--- src/hw/power_mode_defs.vh ---
`ifndef POWER_MODE_DEFS_VH
`define POWER_MODE_DEFS_VH

// Register address and width
`define PWR_CTRL_ADDR      8'h87
`define PWR_ADDR_W         8
`define PWR_DATA_W         8

// Field positions of the power control register
`define PWR_BIT_IDLE       0
`define PWR_BIT_HALT       1
`define PWR_BIT_FLAG_LO    2
`define PWR_BIT_FLAG_HI    3
`define PWR_BIT_DOUBLER    7

// Reset value and writable bit mask
`define PWR_CTRL_RESET     8'h00
`define PWR_CTRL_MASK      8'h8F

// Instruction cycle length in clocks and the least external reset hold
`define PWR_INSTR_CLKS     4'hC
`define PWR_RESET_CYCLES   2'h2

// Mode state codes
`define PWR_ST_RUN         2'h0
`define PWR_ST_IDLE        2'h1
`define PWR_ST_HALT        2'h2

`endif

--- src/hw/power_mode_control.v ---
`timescale 1ns/100ps
`include "power_mode_defs.vh"

module power_mode_control (
    // Clock and synchronous reset
    input  wire       clk,
    input  wire       rstn,
    // Register port
    input  wire [7:0] addr,
    input  wire [7:0] wdata,
    input  wire       wr,
    input  wire       rd,
    output reg  [7:0] rdata,
    // Wake and reset sources (pins, synchronised here)
    input  wire       ext_reset,
    input  wire       wdt_reset,
    input  wire       wdt_enabled,
    input  wire       irq_pending,
    input  wire       irq_blocked,
    // Power outputs
    output reg        cpu_clk_en,
    output reg        osc_en,
    output reg        baud_doubler,
    output reg        in_idle,
    output reg        in_halt,
    output reg        core_reset
);

    // Register and mode state
    reg [7:0] power_control_reg;
    reg [1:0] mode;
    reg [3:0] instr_cnt;
    reg [1:0] hold_cnt;

    // Synchroniser stages
    reg ext_meta, ext_sync;
    reg wdt_meta, wdt_sync;
    reg wen_meta, wen_sync;
    reg irq_meta, irq_sync;
    reg blk_meta, blk_sync;

    wire write_hit = wr && (addr == `PWR_CTRL_ADDR);
    wire want_halt = wdata[`PWR_BIT_HALT] && !wen_sync;
    wire want_idle = wdata[`PWR_BIT_IDLE];
    wire wake_irq  = irq_sync && !blk_sync;
    wire hold_done = (hold_cnt == `PWR_RESET_CYCLES);

    // Two-stage synchronisers for asynchronous inputs
    always @(posedge clk) begin
        ext_meta <= ext_reset;
        ext_sync <= ext_meta;
        wdt_meta <= wdt_reset;
        wdt_sync <= wdt_meta;
        wen_meta <= wdt_enabled;
        wen_sync <= wen_meta;
        irq_meta <= irq_pending;
        irq_sync <= irq_meta;
        blk_meta <= irq_blocked;
        blk_sync <= blk_meta;
    end

    // Counts instruction cycles while the external reset is held
    always @(posedge clk) begin
        if (!rstn || !ext_sync) begin
            instr_cnt <= 4'h0;
            hold_cnt  <= 2'h0;
        end else if (!hold_done) begin
            if (instr_cnt == `PWR_INSTR_CLKS - 4'h1) begin
                instr_cnt <= 4'h0;
                hold_cnt  <= hold_cnt + 2'h1;
            end else begin
                instr_cnt <= instr_cnt + 4'h1;
            end
        end
    end

    // Register writes, mode entry and exit
    always @(posedge clk) begin
        if (!rstn) begin
            power_control_reg <= `PWR_CTRL_RESET;
            mode              <= `PWR_ST_RUN;
        end else if ((ext_sync && hold_done) || (wdt_sync && mode != `PWR_ST_HALT)) begin
            power_control_reg <= `PWR_CTRL_RESET;
            mode              <= `PWR_ST_RUN;
        end else begin
            case (mode)
                `PWR_ST_RUN: begin
                    if (write_hit) begin
                        power_control_reg <= wdata & `PWR_CTRL_MASK;
                        if (want_halt)
                            mode <= `PWR_ST_HALT;
                        else if (want_idle)
                            mode <= `PWR_ST_IDLE;
                        if (!want_halt)
                            power_control_reg[`PWR_BIT_HALT] <= 1'b0;
                    end
                end
                `PWR_ST_IDLE: begin
                    if (wake_irq) begin
                        power_control_reg[`PWR_BIT_IDLE] <= 1'b0;
                        mode <= `PWR_ST_RUN;
                    end
                end
                `PWR_ST_HALT: begin
                    mode <= `PWR_ST_HALT;
                end
                default: begin
                    mode <= `PWR_ST_RUN;
                end
            endcase
        end
    end

    // Registered outputs derived from current mode, the register and the reset sources; the clock gates also anticipate a mode-entering write
    always @(posedge clk) begin
        if (!rstn) begin
            cpu_clk_en   <= 1'b1;
            osc_en       <= 1'b1;
            baud_doubler <= 1'b0;
            in_idle      <= 1'b0;
            in_halt      <= 1'b0;
            core_reset   <= 1'b1;
        end else begin
            cpu_clk_en   <= (mode == `PWR_ST_RUN) && !(write_hit && mode == `PWR_ST_RUN
                            && (want_halt || want_idle));
            osc_en       <= !(mode == `PWR_ST_HALT && !ext_sync)
                            && !(write_hit && mode == `PWR_ST_RUN && want_halt);
            baud_doubler <= power_control_reg[`PWR_BIT_DOUBLER];
            in_idle      <= (mode == `PWR_ST_IDLE);
            in_halt      <= (mode == `PWR_ST_HALT);
            core_reset   <= (ext_sync && hold_done) || wdt_sync;
        end
    end

    // Read data one cycle after the strobe
    always @(posedge clk) begin
        if (!rstn)
            rdata <= 8'h00;
        else if (rd && addr == `PWR_CTRL_ADDR)
            rdata <= power_control_reg;
        else
            rdata <= 8'h00;
    end

endmodule // power_mode_control

--- config.mk ---
export PLATFORM = sky130hd
export DESIGN_NAME = power_mode_control
export DESIGN_NICKNAME = d
export VERILOG_FILES = /design/src/hw/power_mode_control.v
export VERILOG_INCLUDE_DIRS = /design/src /design/src/hw
export SDC_FILE = /design/constraint.sdc
export NUM_CORES = 1
export LEC_CHECK = 0
export BUFFER_PORTS_ARGS = -buffer_cell sky130_fd_sc_hd__buf_2
export CAP_MARGIN = 10
export CELL_PAD_IN_SITES_DETAIL_PLACEMENT = 0
export CELL_PAD_IN_SITES_GLOBAL_PLACEMENT = 1
export CORE_MARGIN = 1.5
export CORE_UTILIZATION = 34
export CTS_BUF_LIST = sky130_fd_sc_hd__clkbuf_8 sky130_fd_sc_hd__clkbuf_16
export DETAILED_ROUTE_END_ITERATION = 8
export PLACE_DENSITY = 0.77
export SETUP_SLACK_MARGIN = 0.1
export SYNTH_ARGS = -nofsm -noshare
export SYNTH_HDL_FRONTEND = slang
export SYNTH_SLANG_ARGS = --single-unit
--- constraint.sdc ---
create_clock -name clk -period 1.4 [get_ports clk]
set_input_delay 0.21 -clock clk [delete_from_list [all_inputs] [get_ports clk]]
set_output_delay 0.21 -clock clk [all_outputs]
set_load 0.01 [all_outputs]
==> impl_results.md, run 1 <==
* Status: finished, final reports clean
* Port-buffer cells at 32
* Leading post-synthesis cells by instance count: 34 x sky130_fd_sc_hd__dfxtp_1, 8 x sky130_fd_sc_hd__and2_1, 6 x sky130_fd_sc_hd__nor2_1
* Area added between synthesis and finish at 34.5%
* Buffer levels on the longest clock path at 2
* Critical Path Start Type: flip-flop
* Total CTS buffers at 5
* Total power after layout at 1.80 mW
* H-tree depth reported by CTS at 2
* Top-count cell post-synth: sky130_fd_sc_hd__dfxtp_1
* Type of the worst min-delay path: input pin to flip-flop
* Placer Congestion at 0.803
* Power density relative to cell area at 1080 mW/mm²
* Site Rows at 21
* FMAX at 786 MHz
* # IOs at 39
* Cell type with the highest aggregate area in the netlist: sky130_fd_sc_hd__dfxtp_1
* Pin count of the biggest net entering global routing at 11
* TritonCTS clock tree: built
* Total Nets Final at 187
* Post-synthesis register bit count at 34
* Die Outline Area at 0.00403 mm²
* VDD IR-drop max at 697 µV
* Via/cell ratio at 4.59
* Arrival time reported for the critical path endpoint at 1.48 ns
* Prevailing post-synth register cell: sky130_fd_sc_hd__dfxtp_1
* Total setup violations reported at the end of the flow at 0
* YS warnings at 0
* Post-route fraction of the period consumed by the critical path at 90.9%
* Later-pin clock latency in the skew report at 0.28 ns
* Routed wire length at 2290 µm
* Root buffer cell: sky130_fd_sc_hd__clkbuf_8
* Maximum Capacitance Violations at 0
* Initial standard-cell utilization of the core at 36.4%
* Number of distinct library cells after synthesis at 41
* Area of the mapped netlist at 0.00124 mm²
* Critical path capture point type: flip-flop
* Detail Placement HPWL at 1660 µm
* Final ANT Viol Nets at 0
* Period minus WS final at 1.27 ns
* Post-synth top area share at 54.7%
* Die H at 63.5 µm
* Number of max-slew violations in the final report at 0
* Critical Setup Path Class: flip-flop to flip-flop
* Finished Layout Cells at 207
* Die Wd at 63.5 µm
* Leakage power at 0.732 nW
* Number of global-route vias before repair at 903
* Mean cell area of the mapped netlist at 11.1 µm²
* Number of placed cells counting well taps at 196
* Iteration-0 DRC Markers at 12
* Total clock sinks at 34
* Async set-or-reset flop fraction in the synthesized netlist at 0%
* Remaining routing DRC violations at 0
* Share of cells above drive strength 1 at 42.2%
* Count of cells along the worst register-to-register path at 3
* Seq/Total Area, Yosys at 54.7%
* Number of antenna violations at the first check in global routing at 0
* Number of flops mapped to enable cells by yosys at 0
* Antenna diode instance count at 0
* Hold buffer count at cts at 0
* Count of endpoints failing hold in the final timing report at 0
* Core footprint at 0.00342 mm²
* Number of detailed-routing iterations run before antenna repair at 2
* Critical path peak fanout at 7
* Routed length per placed instance at 11.0 µm
* Global-route total usage across every layer at 12.7%
* Top cells by area, synth: sky130_fd_sc_hd__dfxtp_1 55%, sky130_fd_sc_hd__and2_1 4.0%, sky130_fd_sc_hd__o31ai_1 3.0%
* Worst hold path cell count at 1
* Vias at 951
* Clock transition at path regs at 0.06 ns
* Mapped Cells at 112
* Required time of the critical path at 1.61 ns
* Sum of overflow across all layers after global routing at 0
* First-pass GRT wire length at 3880 µm
* Maximum clock skew at final layout at 0.00451 ns
* Unrepaired setup endpoints after global routing: true
## per-layer routing
metal	global-route usage [%]	share of wire [%]	vias to the layer above
li1	-	-	495
met1	12.7	41	433
met2	21.7	53	17
met3	5.89	4.6	6
met4	7.07	2.1	0
met5	0	0	-
## final timing paths
path / startpoint / to / slack, ns
hold reg to reg: blk_meta$_DFF_P_ / blk_sync$_DFF_P_ / 0.33
setup reg to reg: mode[0]$_SDFFE_PP0P_ / power_control_reg[0]$_SDFFE_PP0P_ / 0.13
setup / recovery: mode[0]$_SDFFE_PP0P_ / power_control_reg[0]$_SDFFE_PP0P_ / 0.13
hold / removal: irq_pending / irq_meta$_DFF_P_ / 0.03
## logic make-up (layout without fill, tap and decap cells)
logic type                 Yosys count  count (layout)  share of synthesized area, %
adders and majority gates            2               2                          2.01
and+or+nand+nor                     42              42                          23.8
xor gates and xnor gates             4               4                          2.81
other                                1               3                         0.301
buffers and inverters                8              55                          3.42
muxes                                2               2                          1.61
AOI/OAI and AO/OA                   19              19                          11.4
DFF                                 34              34                          54.7
## cell type report
class	count	area, µm²
clock buffer	6	82.6
fill	344	1740
timing repair buffer	44	254
multi-input combinational	72	573
tap	46	57.6
sequential	34	687
inverter	3	11.3
clock inverter	2	8.76
## per-stage QoR
step | util (%) | area (µm²) | setup slack (ns) | TNS (ns) | hold WS [ns]
after detailed placement | 44.4 | 1520 | -0.0637 | -0.459 | 0.312
after CTS | 47.6 | 1630 | 0.0657 | 0 | 0.0165
final | 49.0 | 1670 | 0.128 | 0 | 0.0294
after global placement | 44.4 | 1520 | -0.0448 | -0.303 | 0.311
after floorplan | - | 1270 | 0.0876 | 0 | 0.238
after global routing | 49.0 | 1670 | 0.0714 | 0 | 0.0108
## cell usage in the layout, fill, tap and decap left out, types with 2 or more instances in the layout
cell / n
sky130_fd_sc_hd__o2111ai_1: 2
sky130_fd_sc_hd__nand4b_1: 2
sky130_fd_sc_hd__nand4_1: 4
sky130_fd_sc_hd__nor2b_1: 4
sky130_fd_sc_hd__buf_4: 11
sky130_fd_sc_hd__mux2i_1: 2
sky130_fd_sc_hd__buf_2: 32
sky130_fd_sc_hd__xor2_1: 2
sky130_fd_sc_hd__o31ai_1: 4
sky130_fd_sc_hd__nor2_1: 5
sky130_fd_sc_hd__clkbuf_8: 6
sky130_fd_sc_hd__inv_1: 3
sky130_fd_sc_hd__a21oi_1: 4
sky130_fd_sc_hd__nand2_1: 3
sky130_fd_sc_hd__dfxtp_1: 31
sky130_fd_sc_hd__conb_1: 3
sky130_fd_sc_hd__and2_1: 8
sky130_fd_sc_hd__dfxtp_2: 2
sky130_fd_sc_hd__nor3_4: 2
## critical path: stages (launching register included)
cell and delay, ns:
sky130_fd_sc_hd__dfxtp_4 0.36, sky130_fd_sc_hd__or3b_4 0.44, sky130_fd_sc_hd__nor3_4 0.21, sky130_fd_sc_hd__mux2i_1 0.19
## power by group
part           leakage [nW]  switching (mW)  total, mW  internal [mW]
Sequential            0.280         0.00719      0.992          0.985
Combinational         0.400          0.0534      0.104         0.0503
Clock                0.0524           0.317      0.705          0.388
Total                 0.732           0.378       1.80           1.42
## what timing repair did
item / 4_1_cts / 5_1_grt
cloned: 0 / 0
setup buffers: 1 / 2
resized for setup: 3 / 9
setup endpoints to repair: 7 / 13
endpoints found under the hold margin: 0 / 0
pin swaps: 4 / 3
No activity file was read; power rests on OpenSTA's default activity.
==> inputs of run 2 (changes only) <==
--- a/config.mk
+++ b/config.mk
@@ -12,7 +12,6 @@
 export CELL_PAD_IN_SITES_GLOBAL_PLACEMENT = 1
 export CORE_MARGIN = 1.5
 export CORE_UTILIZATION = 34
-export CTS_BUF_LIST = sky130_fd_sc_hd__clkbuf_8 sky130_fd_sc_hd__clkbuf_16
 export DETAILED_ROUTE_END_ITERATION = 8
 export PLACE_DENSITY = 0.77
 export SETUP_SLACK_MARGIN = 0.1
==> impl_results.md, run 2 (synthesis results as in run 1) <==
* Status: finished, final reports clean
* Number of max-slew violations in the final report at 0
* Total CTS buffers at 5
* Post-route fraction of the period consumed by the critical path at 91.1%
* Total negative slack for setup checks at 0 ns
* Initial standard-cell utilization of the core at 36.4%
* First-pass GRT wire length at 3910 µm
* Share of cells above drive strength 1 at 41.2%
* Power density relative to cell area at 977 mW/mm²
* Endpoint of the most critical register-to-register path: power_control_reg[7]$_SDFFE_PP0P_
* Antenna diode instance count at 0
* Pin count of the biggest net entering global routing at 11
* Buffer levels on the longest clock path at 2
* Worst path max stage delay at 0.44 ns
* Commonest non-fill, non-tap cells in the layout: 32 x sky130_fd_sc_hd__buf_2, 30 x sky130_fd_sc_hd__dfxtp_1, 10 x sky130_fd_sc_hd__buf_4, 8 x sky130_fd_sc_hd__and2_1, 6 x sky130_fd_sc_hd__nor2_1
* FMAX at 784 MHz
* Reg-to-reg startpoint: mode[1]$_SDFFE_PP0P_
* Vias at 960
* Global-route total usage across every layer at 12.8%
* Total clock sinks at 34
* Core footprint at 0.00342 mm²
* Root buffer cell: sky130_fd_sc_hd__clkbuf_4
* Crit. path cell count at 3
* Total setup violations reported at the end of the flow at 0
* Worst-path cell with the longest stage delay: sky130_fd_sc_hd__or3b_4
* Via/cell ratio at 4.55
* Worst hold margin at 0.131 ns
* Die H at 63.5 µm
* Critical path peak fanout at 8
* Clock transition at path regs at 0.10 ns
* Required time of the critical path at 1.62 ns
* # IOs at 39
* Area added between synthesis and finish at 35.8%
* Number of antenna violations at the first check in global routing at 0
* Die Wd at 63.5 µm
* Worst setup endpoint: power_control_reg[7]$_SDFFE_PP0P_
* Routed wire length at 2320 µm
* Maximum clock skew at final layout at 0.00784 ns
* Detail Placement HPWL at 1660 µm
* Final Core Density at 49.5%
* VDD IR-drop max at 626 µV
* Iteration-0 DRC Markers at 14
* Period minus WS final at 1.28 ns
* Unrepaired setup endpoints after global routing: true
* Number of detailed-routing iterations run before antenna repair at 2
* Die Outline Area at 0.00403 mm²
* Total Nets Final at 191
* Type of the worst min-delay path: input pin to flip-flop
* Arrival time reported for the critical path endpoint at 1.50 ns
* CP Cell Sequence: or3b_4, o31ai_1, a21oi_1
* H-tree depth reported by CTS at 2
* Later-pin clock latency in the skew report at 0.33 ns
* Critical path capture point type: flip-flop
* Site Rows at 21
* TritonCTS clock tree: built
* Timing startpoint of the critical path: mode[1]$_SDFFE_PP0P_
* Sum of overflow across all layers after global routing at 0
* Remaining routing DRC violations at 0
* Count of endpoints failing hold in the final timing report at 0
* Port-buffer cells at 32
* Number of global-route vias before repair at 916
* Leakage power at 0.733 nW
* Total power after layout at 1.65 mW
* Maximum Capacitance Violations at 0
* Leading cell type in the layout, fill and taps excluded: sky130_fd_sc_hd__buf_2
* Critical Setup Path Class: flip-flop to flip-flop
* Placer Congestion at 0.803
* Count of cells along the worst register-to-register path at 3
* Flop2flop setup slack at 0.12 ns
* Crit path max-delay family: simple AND/OR/NAND/NOR gates
* Final ANT Viol Nets at 0
* Critical Path Start Type: flip-flop
* Buffer and inverter count on the worst path at 0
* Routed length per placed instance at 11.0 µm
* Fillers at 345
## run 2: worst register-to-register path, stage by stage, from the launching register on
cell,delay [ns]
sky130_fd_sc_hd__dfxtp_4,0.38
sky130_fd_sc_hd__or3b_4,0.44
sky130_fd_sc_hd__o31ai_1,0.26
sky130_fd_sc_hd__a21oi_1,0.09
## run 2: where the power goes
group          leakage, nW  total (mW)  internal (mW)  switching (mW)
registers            0.280       0.992          0.985         0.00716
logic                0.417       0.114         0.0594          0.0551
clock network       0.0353       0.546          0.243           0.303
total                0.733        1.65           1.29           0.365
## run 2: stage by stage
stage / cells / cell area [µm²] / worst slack, ns
CTS: 210 / 1640 / 0.0877
global placement: 196 / 1520 / -0.0448
global route: 211 / 1690 / 0.0673
floorplan: 114 / 1270 / 0.0876
finish: 211 / 1690 / 0.124
detailed placement: 196 / 1520 / -0.0637
## run 2: repair_timing
item | 4_1_cts | 5_1_grt
setup buffers | 1 | 1
gates cloned | 0 | 0
endpoints found under the hold margin | 5 | 0
resized for setup | 3 | 10
hold buffers | 5 | 0
pin swaps | 3 | 3
setup endpoints to repair | 8 | 13
## run 2: final cells by class
cell class	instances	area, µm²	share of cell area, %
repair buffers	48	297	17.5
clock buffers	7	55.1	3.26
multi-input cells	72	577	34.1
well taps	46	57.6	3.40
flip-flops and latches	34	688	40.7
clock inverters	1	5.00	0.296
inverters	3	11.3	0.666
## run 2: routing by layer
metal  part of all wire (%)  track usage [%]  vias up
met2                     52             22.0       19
met4                    1.8             6.25        0
li1                       -                -      503
met3                    4.6             5.89        5
met1                     42             12.9      433
met5                      0                0        -
## run 2: how the worst min path moves through the flow
stage / start / endpoint / slack (ns) / cells after the start
floorplan: irq_blocked / blk_meta$_DFF_P_ / 0.24 / 0
global placement: wdt_meta$_DFF_P_ / wdt_sync$_DFF_P_ / 0.31 / 0
detailed placement: wdt_meta$_DFF_P_ / wdt_sync$_DFF_P_ / 0.31 / 0
CTS: wdata[3] / power_control_reg[3]$_SDFFE_PP0P_ / 0.12 / 3
global route: wdata[3] / power_control_reg[3]$_SDFFE_PP0P_ / 0.12 / 3
finish: wdata[3] / power_control_reg[3]$_SDFFE_PP0P_ / 0.13 / 3
